## config.mk

```make
export PLATFORM = sky130hd
export DESIGN_NAME = strap_latch_output_gating
export DESIGN_NICKNAME = d
export VERILOG_FILES = /design/src/pkg/clkgen_ctrl_pkg.sv /design/src/rtl/diff_gate_map.sv /design/src/rtl/strap_latch_output_gating.sv
export SDC_FILE = /design/constraint.sdc
export NUM_CORES = 1
export LEC_CHECK = 0
export ABC_AREA = 1
export BUFFER_PORTS_ARGS = -buffer_cell sky130_fd_sc_hd__buf_2
export CORE_ASPECT_RATIO = 0.5
export CORE_MARGIN = 2
export CORE_UTILIZATION = 45
export DETAILED_ROUTE_END_ITERATION = 16
export HOLD_SLACK_MARGIN = 0.03
export PLACE_DENSITY = 0.74
export SLEW_MARGIN = 20
export SYNTH_ARGS = -nofsm -noshare
export SYNTH_HDL_FRONTEND = slang
export SYNTH_SLANG_ARGS = --single-unit
```

## constraint.sdc

```tcl
create_clock -name clock -period 1.1 [get_ports clock]
set_input_delay 0.11 -clock clock [delete_from_list [all_inputs] [get_ports clock]]
set_output_delay 0.11 -clock clock [all_outputs]
set_load 0.02 [all_outputs]
```

## src/pkg/clkgen_ctrl_pkg.sv

```systemverilog
// constants and types for the strap latch and output gating block
package clkgen_ctrl_pkg;
  localparam int num_diff_outputs = 4;
  localparam int num_ref_outputs = 2;
  localparam int gate_code_width = 2;
  // power-up settle time before the strap is sampled, in ns
  localparam int strap_settle_ns = 40;
  localparam int clock_period_ns = 4;
  localparam int strap_settle_cycles = (strap_settle_ns + clock_period_ns - 1) / clock_period_ns;
  localparam logic [7:0] settle_count_reset = 8'h00;
  // strap value meanings
  localparam logic strap_sel_pins = 1'b1;
  localparam logic strap_serial_bus = 1'b0;
  localparam logic strap_reset = 1'b0;
  // pin pull levels when undriven
  localparam logic select_pull_level = 1'b0;
  localparam logic gate_pull_level = 1'b1;
  localparam logic [3:0] diff_enable_reset = 4'h0;
  localparam logic [1:0] ref_enable_reset = 2'h0;
  typedef enum logic [1:0] {pu_settle, pu_latch, pu_run} powerup_state_t;
endpackage

```

## src/rtl/diff_gate_map.sv

```systemverilog
// decoder from the two-bit enable code to the differential output gates
`timescale 1ns/1ps
`default_nettype none
module diff_gate_map
  import clkgen_ctrl_pkg::*;
(
  input wire logic [clkgen_ctrl_pkg::gate_code_width-1:0] gate_code,
  output logic [clkgen_ctrl_pkg::num_diff_outputs-1:0] pin_enable
);
  // thermometer map; code 10 runs three pairs, 11 all four
  always_comb begin
    unique case (gate_code)
      2'h0: pin_enable = 4'h1;
      2'h1: pin_enable = 4'h3;
      2'h2: pin_enable = 4'h7;
      2'h3: pin_enable = 4'hf;
    endcase
  end
endmodule
`default_nettype wire

```

## src/rtl/strap_latch_output_gating.sv

```systemverilog
// power-up strap latch, shared pin steering and output gating
`timescale 1ns/1ps
`default_nettype none
module strap_latch_output_gating
  import clkgen_ctrl_pkg::*;
#(
  parameter int settle_cycles = strap_settle_cycles
)(
  input wire logic clock,
  input wire logic arst_n,
  // mode strap pin, four-signal form
  input wire logic ref_zero_mode_strap_in,
  input wire logic ref_zero_mode_strap_driven,
  output logic ref_zero_mode_strap_out,
  output logic ref_zero_mode_strap_oe,
  // shared pins: select bits or serial bus
  input wire logic cfg_select_bit_zero_in,
  input wire logic cfg_select_bit_zero_driven,
  input wire logic cfg_select_bit_one_in,
  input wire logic cfg_select_bit_one_driven,
  input wire logic serial_data_drive_low,
  output logic cfg_select_bit_one_out,
  output logic cfg_select_bit_one_oe,
  // enable pins with pull-ups
  input wire logic output_gate_low_bit,
  input wire logic output_gate_low_bit_driven,
  input wire logic output_gate_high_bit,
  input wire logic output_gate_high_bit_driven,
  // stored configuration enables
  input wire logic [clkgen_ctrl_pkg::num_diff_outputs-1:0] stored_diff_enable,
  input wire logic [clkgen_ctrl_pkg::num_ref_outputs-1:0] stored_ref_enable,
  input wire logic ref_clock_zero_src,
  // results
  output logic strap_valid,
  output logic strap_value,
  output logic [1:0] cfg_select,
  output logic serial_clock_line,
  output logic serial_data_line,
  output logic [clkgen_ctrl_pkg::num_diff_outputs-1:0] diff_clock_run,
  output logic ref_clock_zero_run,
  output logic ref_clock_one_run
);
  import clkgen_ctrl_pkg::*;

  logic rst_meta_reg;
  logic rst_sync_reg;
  logic rst_n;
  powerup_state_t state_reg;
  logic [7:0] settle_reg;
  logic strap_reg;
  logic strap_pin;
  logic cfg_select_bit_zero_pin;
  logic cfg_select_bit_one_pin;
  logic [1:0] gate_code;
  logic [num_diff_outputs-1:0] gate_map;
  logic [num_diff_outputs-1:0] diff_run_reg;
  logic [num_ref_outputs-1:0] ref_run_reg;
  logic [1:0] cfg_select_reg;
  logic scl_reg;
  logic sda_reg;

  // reset release through two flops
  always_ff @(posedge clock or negedge arst_n) begin
    if (!arst_n) begin
      rst_meta_reg <= 1'b0;
      rst_sync_reg <= 1'b0;
    end else begin
      rst_meta_reg <= 1'b1;
      rst_sync_reg <= rst_meta_reg;
    end
  end
  assign rst_n = rst_sync_reg;

  // pin levels with pulls applied
  assign strap_pin = ref_zero_mode_strap_driven ? ref_zero_mode_strap_in : select_pull_level;
  assign cfg_select_bit_zero_pin = cfg_select_bit_zero_driven ? cfg_select_bit_zero_in : select_pull_level;
  assign cfg_select_bit_one_pin = cfg_select_bit_one_driven ? cfg_select_bit_one_in : select_pull_level;
  assign gate_code[0] = output_gate_low_bit_driven ? output_gate_low_bit : gate_pull_level;
  assign gate_code[1] = output_gate_high_bit_driven ? output_gate_high_bit : gate_pull_level;

  // power-up sequence: settle, latch once, then run forever
  always_ff @(posedge clock or negedge rst_n) begin
    if (!rst_n) begin
      state_reg <= pu_settle;
      settle_reg <= settle_count_reset;
    end else begin
      unique case (state_reg)
        pu_settle: begin
          if (settle_reg == 8'(settle_cycles - 1)) begin
            state_reg <= pu_latch;
          end else begin
            settle_reg <= settle_reg + 8'h01;
          end
        end
        pu_latch: state_reg <= pu_run;
        pu_run: state_reg <= pu_run;
        default: state_reg <= pu_settle;
      endcase
    end
  end

  // strap caught only in the latch state; later pin changes ignored
  always_ff @(posedge clock or negedge rst_n) begin
    if (!rst_n) begin
      strap_reg <= strap_reset;
    end else if (state_reg == pu_latch) begin
      strap_reg <= strap_pin;
    end
  end

  // strap pin turns into the reference output after latching
  assign ref_zero_mode_strap_oe = (state_reg == pu_run);
  assign ref_zero_mode_strap_out = (state_reg == pu_run) && ref_run_reg[0] && ref_clock_zero_src;

  // shared pin steering; select held low and bus lines idle high until the strap is known
  always_ff @(posedge clock or negedge rst_n) begin
    if (!rst_n) begin
      cfg_select_reg <= 2'h0;
      scl_reg <= 1'b1;
      sda_reg <= 1'b1;
    end else if (state_reg == pu_run && strap_reg == strap_sel_pins) begin
      cfg_select_reg <= {cfg_select_bit_one_pin, cfg_select_bit_zero_pin};
      scl_reg <= 1'b1;
      sda_reg <= 1'b1;
    end else if (state_reg == pu_run) begin
      cfg_select_reg <= 2'h0;
      scl_reg <= cfg_select_bit_zero_pin;
      sda_reg <= cfg_select_bit_one_pin;
    end
  end
  // data line is open-drain and only pulled in bus mode
  assign cfg_select_bit_one_out = 1'b0;
  assign cfg_select_bit_one_oe = (state_reg == pu_run) && (strap_reg == strap_serial_bus) && serial_data_drive_low;

  diff_gate_map u_gate_map (
    .gate_code(gate_code),
    .pin_enable(gate_map)
  );

  // run enables; stored config can veto any output
  always_ff @(posedge clock or negedge rst_n) begin
    if (!rst_n) begin
      diff_run_reg <= diff_enable_reset;
      ref_run_reg <= ref_enable_reset;
    end else if (state_reg == pu_run) begin
      diff_run_reg <= gate_map & stored_diff_enable;
      ref_run_reg <= stored_ref_enable;
    end
  end

  assign strap_valid = (state_reg == pu_run);
  assign strap_value = strap_reg;
  assign cfg_select = cfg_select_reg;
  assign serial_clock_line = scl_reg;
  assign serial_data_line = sda_reg;
  assign diff_clock_run = diff_run_reg;
  assign ref_clock_zero_run = ref_run_reg[0];
  assign ref_clock_one_run = ref_run_reg[1];

  // cycles since the synced reset rose, kept apart from the settle counter so a miscount shows
  logic [7:0] since_reset_reg;
  always_ff @(posedge clock or negedge rst_n) begin
    if (!rst_n) begin
      since_reset_reg <= 8'h00;
    end else if (since_reset_reg != 8'hff) begin
      since_reset_reg <= since_reset_reg + 8'h01; // saturates so a long run cannot wrap into a match
    end
  end
endmodule
`default_nettype wire

```

-- Word level (Yosys, flattened, before mapping)
Cells that the tools add are included.
- flip-flop bits (word level): 23
- input port bits: 20
- output and inout port bits: 16
- logic and storage cells: 45
- $add $sub $neg: 1
- equality and inequality tests: 7
- muxes and demuxes: 14
- bitwise gates (word level): 3
- reductions and logical operators: 10
- operator list (cell ; count):
    4-bit case mux with 4 select lines ; 1
    1-bit two-way mux ; 9
    8-bit by 1-bit adder with 8-bit output (second input constant) ; 1
    8-bit by 4-bit == test with 1-bit output (second input constant) ; 1
    2-bit == test (second input constant) ; 3
    2-bit two-way mux ; 3
    1-bit logical AND ; 5
    4-bit bitwise AND ; 1
    2-bit by 1-bit == test with 1-bit output (second input constant) ; 2
    2-bit logical NOT ; 2
    2-bit case mux with 2 select lines ; 1
    2-bit inequality test (second input constant) ; 1
    1-bit inverter ; 2
    2-bit AND reduction ; 1
    2-bit nonzero test ; 1
    2-bit OR reduction ; 1

-- Longest topological paths before layout
Gate-level depths: netlist (run 1).
- depth in word-level cells: 4
- depth in mapped cells: 7
- depth with buffers taken out: 7

-- Hierarchy
A second synthesis (run 1) with hierarchy kept.
- cell total of the unflattened synthesis: 150
- area total of the unflattened synthesis: 1203.7 µm²
- by module, submodules not included (module ; times used ; cells an instance ; area each (µm²) ; sequential area each (µm²)):
    strap_latch_output_gating ; 1 ; 142 ; 1169.9 ; 578.1
    diff_gate_map ; 1 ; 8 ; 33.8 ; 0.0

-- Least setup slack after synthesis (run 1)
No wires, ideal clock.
- kind: flip-flop to output port
- start: reg state_reg[0]
- end: out ref_zero_mode_strap_out
- arrival: 1377 ps
- data required time: 990 ps
- slack: -387 ps
- stages on the path, launching flop included: 6
- buffers on the path: 1
- cell sequence: dfrtp_1 inv_1 ha_1 clkbuf_1 nand2_1 nor2_1
- longest elaborated chain between the ends: 3
- RTL lines (item ; line ; source):
    start, declared ; strap_latch_output_gating.sv:48 ; powerup_state_t state_reg;
    start signal, assigned ; strap_latch_output_gating.sv:84 ; state_reg <= pu_settle;
    start signal, assigned ; strap_latch_output_gating.sv:90 ; state_reg <= pu_latch;
    start signal, assigned ; strap_latch_output_gating.sv:95 ; pu_latch: state_reg <= pu_run;
    2-bit == test ; n/a ;
    via ref_zero_mode_strap_oe ; strap_latch_output_gating.sv:15 ; output logic ref_zero_mode_strap_oe,
    1-bit logical AND (2 in a row) ; strap_latch_output_gating.sv:113 ; assign ref_zero_mode_strap_out = (state_reg == pu_run) && ref_run_reg[0] && ref_clock_zero_src;
    end, declared ; strap_latch_output_gating.sv:14 ; output logic ref_zero_mode_strap_out,
The timed path passes the listed nets, and every way through them passes these cells.

-- Worst setup path after layout (run 1)
- start: reg state_reg[0]
- end: out ref_zero_mode_strap_out
- longest elaborated chain between the ends: 3
- RTL lines (item ; line):
    2-bit == test ; strap_latch_output_gating.sv:113
    1-bit logical AND (2 in a row) ; strap_latch_output_gating.sv:113
No other way between the ends.

==> results of run 1 <==
## through the flow
step / setup WS [ns] / utilization [%]
4_1_cts: -0.282 / 69.1
5_1_grt: -0.347 / 71.5
2_1_floorplan: -0.0421 / -
3_3_place_gp: -0.0951 / 61.1
3_5_place_dp: -0.145 / 61.1
6_report: -0.303 / 71.5
## synthesized netlist by cell type, types with 2 or more instances
library cell,count,area share [%]
nor2_2,2,1.1
nor2_1,14,4.4
nand3_1,6,2.5
xnor2_1,2,1.5
inv_1,16,5.1
nand2_1,55,17
dfrtp_1,21,44
o22ai_1,2,1.1
o21ai_0,4,1.7
a31oi_1,2,1.1
buf_4,3,1.9
ha_1,6,6.3
dfstp_2,2,4.4
conb_1,2,0.63
## power breakdown
group          leakage [nW]  switching [mW]  internal, mW
combinational         0.622           0.107        0.0760
clock                0.0255           0.283         0.253
sequential            0.280          0.0166         0.875
## area by class of cell
cell class              instances  area share [%]
clock inverters                 1           0.274
repair buffers                 59            23.0
flip-flops and latches         23            31.8
multi-input cells             104            36.3
well taps                      37            2.53
inverters                      16            3.84
clock buffers                   3            2.26
## worst min-delay path: cells and delay by family
family,cells,cell delay (ns)
AND/OR/NAND/NOR,2,0.10
buffers and inverters,1,0.07
## cell families (layout without fill, tap and decap cells)
group           Yosys count  in the layout  share of synthesized area (%)
simple gates             80             81                           28.6
flops                    23             23                           48.7
buf+inv                  20             79                           7.27
compound gates           11             12                           6.32
fa+ha+maj                 6              6                           6.32
xor+xnor                  3              3                           2.21
other cells               2              2                          0.632
## metal layers
| metal | vias up | part of all wire, % |
|---|---|---|
| met3 | 14 | 4.3 |
| li1 | 569 | - |
| met4 | 0 | 2.8 |
| met2 | 39 | 52 |
| met1 | 552 | 40 |
| met5 | - | 0 |
## worst max-delay path by stage
stage | from | to
detailed placement | settle_reg[1]$_DFFE_PN0P_ | settle_reg[3]$_DFFE_PN0P_
CTS | state_reg[0]$_DFFE_PN0P_ | ref_zero_mode_strap_out
floorplan | state_reg[0]$_DFFE_PN0P_ | diff_clock_run[3]$_DFFE_PN0N_
global route | state_reg[0]$_DFFE_PN0P_ | ref_zero_mode_strap_out
finish | state_reg[0]$_DFFE_PN0P_ | ref_zero_mode_strap_out
global placement | settle_reg[1]$_DFFE_PN0P_ | settle_reg[1]$_DFFE_PN0P_
## what timing repair did
item	in CTS	in global routing
pin swaps	10	8
gates resized for setup	29	17
setup endpoints to repair	24	24
cloned	2	0
setup buffers	4	2
hold buffers	1	0
hold endpoints to repair	2	0
==> impl_metrics.json, run 1 <==
{
  "status": "finished with violations",
  "violations": "negative setup slack",
  "ir_drop_mv": 0.569,
  "grt_pass1_vias": 1051,
  "ff_latch_area_um2": 581,
  "leakage_nw": 0.927,
  "cts_made_buffers": 3,
  "hold_viol": 0,
  "met2_usage_pct": 41.4,
  "reg2reg_depth": 7,
  "dp_hpwl_um": 1920,
  "clockRootBuffer": "clkbuf_8",
  "initial_utilization_pct": 46.5,
  "crit_buf_inv": 3,
  "ant_nets": 0,
  "final_cell_mix": "nand2_1, buf_2, dfrtp_1, buf_4",
  "final_nets": 233,
  "synth_edf_count": 0,
  "antenna_found_initial": 0,
  "vias": 1174,
  "grt_pass1_wl_um": 4620,
  "place_congestion": 0.748,
  "critical_path_peak_fanout": 4,
  "cpMostUsedCell": "buf_6",
  "ys_types": 22,
  "fp.dieH_um": 40.3,
  "critical_path_class": "register to output port",
  "synth_cells": 145,
  "use_met3_pct": 5.63,
  "setup_tns_ns": -2.90,
  "slew_violations": 0,
  "cts_tree": "built",
  "gr-usage-met1_pct": 22.0,
  "dp_cells": 231,
  "wire_per_inst_um": 13.9,
  "drcViolationCount": 0,
  "hp-class": "primary input to register",
  "h-tree-depth": 1,
  "ys_seq_area_share_pct": 48.7,
  "worstSetupPathDepth": 6,
  "min_period_over_period_pct": 128,
  "r2r_slack_ns": -0.16,
  "ys_async_sr_fraction_pct": 100,
  "cap_violations": 0,
  "core_um2": 2550,
  "path_cells": "inv_2 -> buf_6 -> ha_4 -> nand2_4 -> nor2_4 -> buf_6",
  "avgSynthCellArea_um2": 8.19,
  "end_kind": "output port",
  "slowest_delay_ns": 0.42,
  "stdcell_count": 243,
  "powerDensity_nw_per_um2": 882,
  "synth-seq-cells": 23,
  "clkSinkCount": 23,
  "rsz0062_at_grt": "true",
  "finalWorstSetupSlack_ns": -0.303,
  "cp-start-kind": "register",
  "placedInstanceArea_um2": 1560,
  "dieArea_um2": 3090,
  "whs_path_depth": 3,
  "first_pass_iters": 5,
  "final_common_cell": "nand2_1",
  "ys.flop_type": "dfrtp_1",
  "holdPathEnd": "ref_run_reg[1]$_DFFE_PN0N_",
  "worst_path_max_delay_cell": "dfrtp_1",
  "clk_pin_slew_worst_paths_ns": 0.09,
  "multiInputGateArea_um2": 663,
  "syn_nets": 171,
  "die_w_um": 76.6,
  "grt_max_degree": 22,
  "rows": 13,
  "drive_gt1_share_pct": 46.1,
  "yosysWarnings": 0,
  "largest_reg_flops": 8,
  "n_fill_cell": 171,
  "cp.arrival_ns": 1.29,
  "viasPerCell": 4.83,
  "io_pins": 36,
  "grt-busiest-layer": "met2",
  "gr-usage-all-layers_pct": 20.4,
  "worst_hold_slack_ns": 0.0420,
  "overflow": 0,
  "fmax_mhz": 713,
  "cpLargestDelayFamily": "flip-flops",
  "stdcell_area_um2": 1830,
  "antenna_cells": 0,
  "drt-total-wl_um": 3380,
  "synthToLayoutAreaGrowth_pct": 53.8,
  "synthesis.area_um2": 1190,
  "cp.required_ns": 0.99,
  "drtIter0Drc": 51,
  "place.port_buffers": 34,
  "r2r-start": "state_reg[0]$_DFFE_PN0P_",
  "worstSkewPairLatency_ns": 0.27,
  "r2r_end": "settle_reg[3]$_DFFE_PN0P_",
  "total_power_mw": 1.61,
  "hold_path.startpoint": "stored_ref_enable[1]",
  "setup_violations": 23,
  "ctsLongestPathBuffers": 2,
  "fin_crit_ns": 1.40,
  "skew_ns": 0.00579
}
Note: power is estimated with default switching activity, not from simulation.
==> inputs of run 2 (changes only) <==
CELL_PAD_IN_SITES_DETAIL_PLACEMENT = 2   (was unset)
CELL_PAD_IN_SITES_GLOBAL_PLACEMENT = 2   (was unset)
CORE_UTILIZATION = 25   (was 45)
PLACE_DENSITY = unset   (was 0.74)
PLACE_DENSITY_LB_ADDON = 0.1   (was unset)
==> run 2 against run 1 <==
Effect of this change:
- the flow still finishes with violations (negative setup slack)
- flip-flop and latch count stayed put
- setup slack got worse by 0.020 ns
- non-clock buffer count up 3
- sequential power up 0.9%
- core utilization is 29 points lower
- final cell count is 13% higher
- clock power is 4.3% higher
- sequential share of layout area is 1.3 points lower
- die area rose by 73%
- critical path type unchanged
- critical endpoint unchanged
- largest cell class unchanged
- highest routed layer unchanged
==> impl_metrics.json, run 2 (synthesis gave the netlist of run 1 again) <==
{
  "status": "finished with violations",
  "violations": "negative setup slack",
  "skew_ns": 0.00414,
  "drive_gt1_share_pct": 49.3,
  "powerDensity_nw_per_um2": 866,
  "switching_share_pct": 26.2,
  "viasPerCell": 4.16,
  "stdcell_area_um2": 1900,
  "hold_viol": 0,
  "hp-class": "primary input to register",
  "ff_latch_area_um2": 581,
  "largest_reg_flops": 8,
  "cap_violations": 0,
  "cp-start-kind": "register",
  "hold_path.startpoint": "stored_diff_enable[0]",
  "final_cell_mix": "nand2_1, buf_2, buf_4, dfrtp_1, inv_1",
  "power.share.combinational_pct": 11.5,
  "drtIter0Drc": 26,
  "grt_pass1_wl_um": 6470,
  "slowest_delay_ns": 0.40,
  "critical_path_peak_fanout": 3,
  "clockRootBuffer": "clkbuf_8",
  "cts_tree": "built",
  "initial_utilization_pct": 26.5,
  "rows": 17,
  "core_um2": 4490,
  "critical_path_class": "register to output port",
  "min_period_over_period_pct": 129,
  "clkSinkCount": 23,
  "h-tree-depth": 1,
  "r2r-start": "state_reg[0]$_DFFE_PN0P_",
  "grt_max_degree": 14,
  "end_kind": "output port",
  "antenna_cells": 0,
  "drt-total-wl_um": 3900,
  "leakage_nw": 0.954,
  "place.port_buffers": 34,
  "grt_pass1_vias": 1315,
  "crit_start": "state_reg[0]$_DFFE_PN0P_",
  "fin_crit_ns": 1.42,
  "cts_made_buffers": 3,
  "placedInstanceArea_um2": 1600,
  "dp_hpwl_um": 2560,
  "worst_hold_slack_ns": 0.0368,
  "fmax_mhz": 703,
  "gr-usage-all-layers_pct": 16.6,
  "cpMostUsedCell": "buf_6",
  "clk_pin_slew_worst_paths_ns": 0.09,
  "n_fill_cell": 514,
  "total_power_mw": 1.65,
  "vias": 1144,
  "io_pins": 36,
  "ant_nets": 0,
  "antenna_found_initial": 0,
  "p_int_mw": 1.22,
  "ctsLongestPathBuffers": 2,
  "first_pass_iters": 3,
  "rsz0062_at_grt": "true",
  "ir_drop_mv": 0.374,
  "seqPwrFrac_pct": 54.6,
  "place_congestion": 0.735,
  "cp.arrival_ns": 1.31,
  "drcViolationCount": 0,
  "overflow": 0,
  "finalWorstSetupSlack_ns": -0.323,
  "fp.dieH_um": 52.7,
  "setup_tns_ns": -4.52,
  "cpLargestDelayFamily": "flip-flops",
  "setup_violations": 25,
  "finish.utilization_pct": 42.4,
  "slew_violations": 0,
  "path_cells": "inv_2 -> buf_6 -> ha_4 -> nand2_4 -> nor2_4 -> buf_6",
  "die_w_um": 101,
  "synthToLayoutAreaGrowth_pct": 60.2,
  "p_switching_mw": 0.431,
  "clkPwrFrac_pct": 34.0,
  "dieArea_um2": 5350,
  "wire_per_inst_um": 14.2,
  "crit_buf_inv": 3,
  "cp.required_ns": 0.99,
  "worstSkewPairLatency_ns": 0.27,
  "final_common_cell": "nand2_1",
  "multiInputGateArea_um2": 678,
  "worst_path_max_delay_cell": "dfrtp_1",
  "final_nets": 236
}
[run 2: repair_timing]
action / 4_1_cts / 5_1_grt
endpoints found under the hold margin: 2 / 0
hold buffers: 1 / 0
setup endpoints to repair: 25 / 28
pin swaps: 26 / 12
gates cloned: 2 / 0
resized for setup: 35 / 15
buffers inserted: 6 / 3
[run 2: metrics by stage]
step | setup slack [ns] | instances
2_1_floorplan | -0.0421 | 145
3_3_place_gp | -0.190 | 260
3_5_place_dp | -0.254 | 260
4_1_cts | -0.302 | 273
5_1_grt | -0.362 | 275
6_report | -0.323 | 275
[run 2: tightest hold or removal path, cell delays in order]
cell	delay, ns
buf_2	0.08
nand2_2	0.04
nand2_1	0.04
[run 2: layout make-up]
cell class / count / area share, %
multi-input cells: 104 / 35.7
inverters: 16 / 3.55
repair buffers: 62 / 23.5
well taps: 66 / 4.34
clock inverters: 1 / 0.263
flip-flops and latches: 23 / 30.5
clock buffers: 3 / 2.17
[run 2: per-layer routing]
layer  wire length [µm]  up-vias  global-route usage, %  share of wire, %
li1                   -      571                      -                 -
met1               1700      546                   18.2                43
met2               2000       23                   32.7                51
met3                158        4                   3.73               4.1
met4                 42        0                   4.05               1.1
met5                  0        -                      0                 0
[run 2: worst paths after layout]
check / endpoint / slack (ns) / cells past startpoint
max in group asynchronous: settle_reg[0]$_DFFE_PN0P_ / 0.49 / 1
setup / recovery: ref_zero_mode_strap_out / -0.32 / 6
hold / removal: diff_clock_run[0]$_DFFE_PN0N_ / 0.04 / 3
min in group asynchronous: rst_n$_DFF_PN0_ / 0.15 / 2
hold reg to reg: cfg_select[1]$_DFFE_PN0P_ / 0.15 / 0
setup reg to reg: serial_clock_line$_DFFE_PN1P_ / -0.21 / 8
[run 2: power by group through the flow]
stage | Combinational (mW) | Clock [mW] | Sequential [mW]
after detailed placement | 0.160 | 0 | 0.913
after CTS | 0.178 | 0.576 | 0.897
after global placement | 0.156 | 0 | 0.912
final | 0.189 | 0.559 | 0.899
after global routing | 0.206 | 0.614 | 0.904
after floorplan | 0.0485 | 0 | 0.944
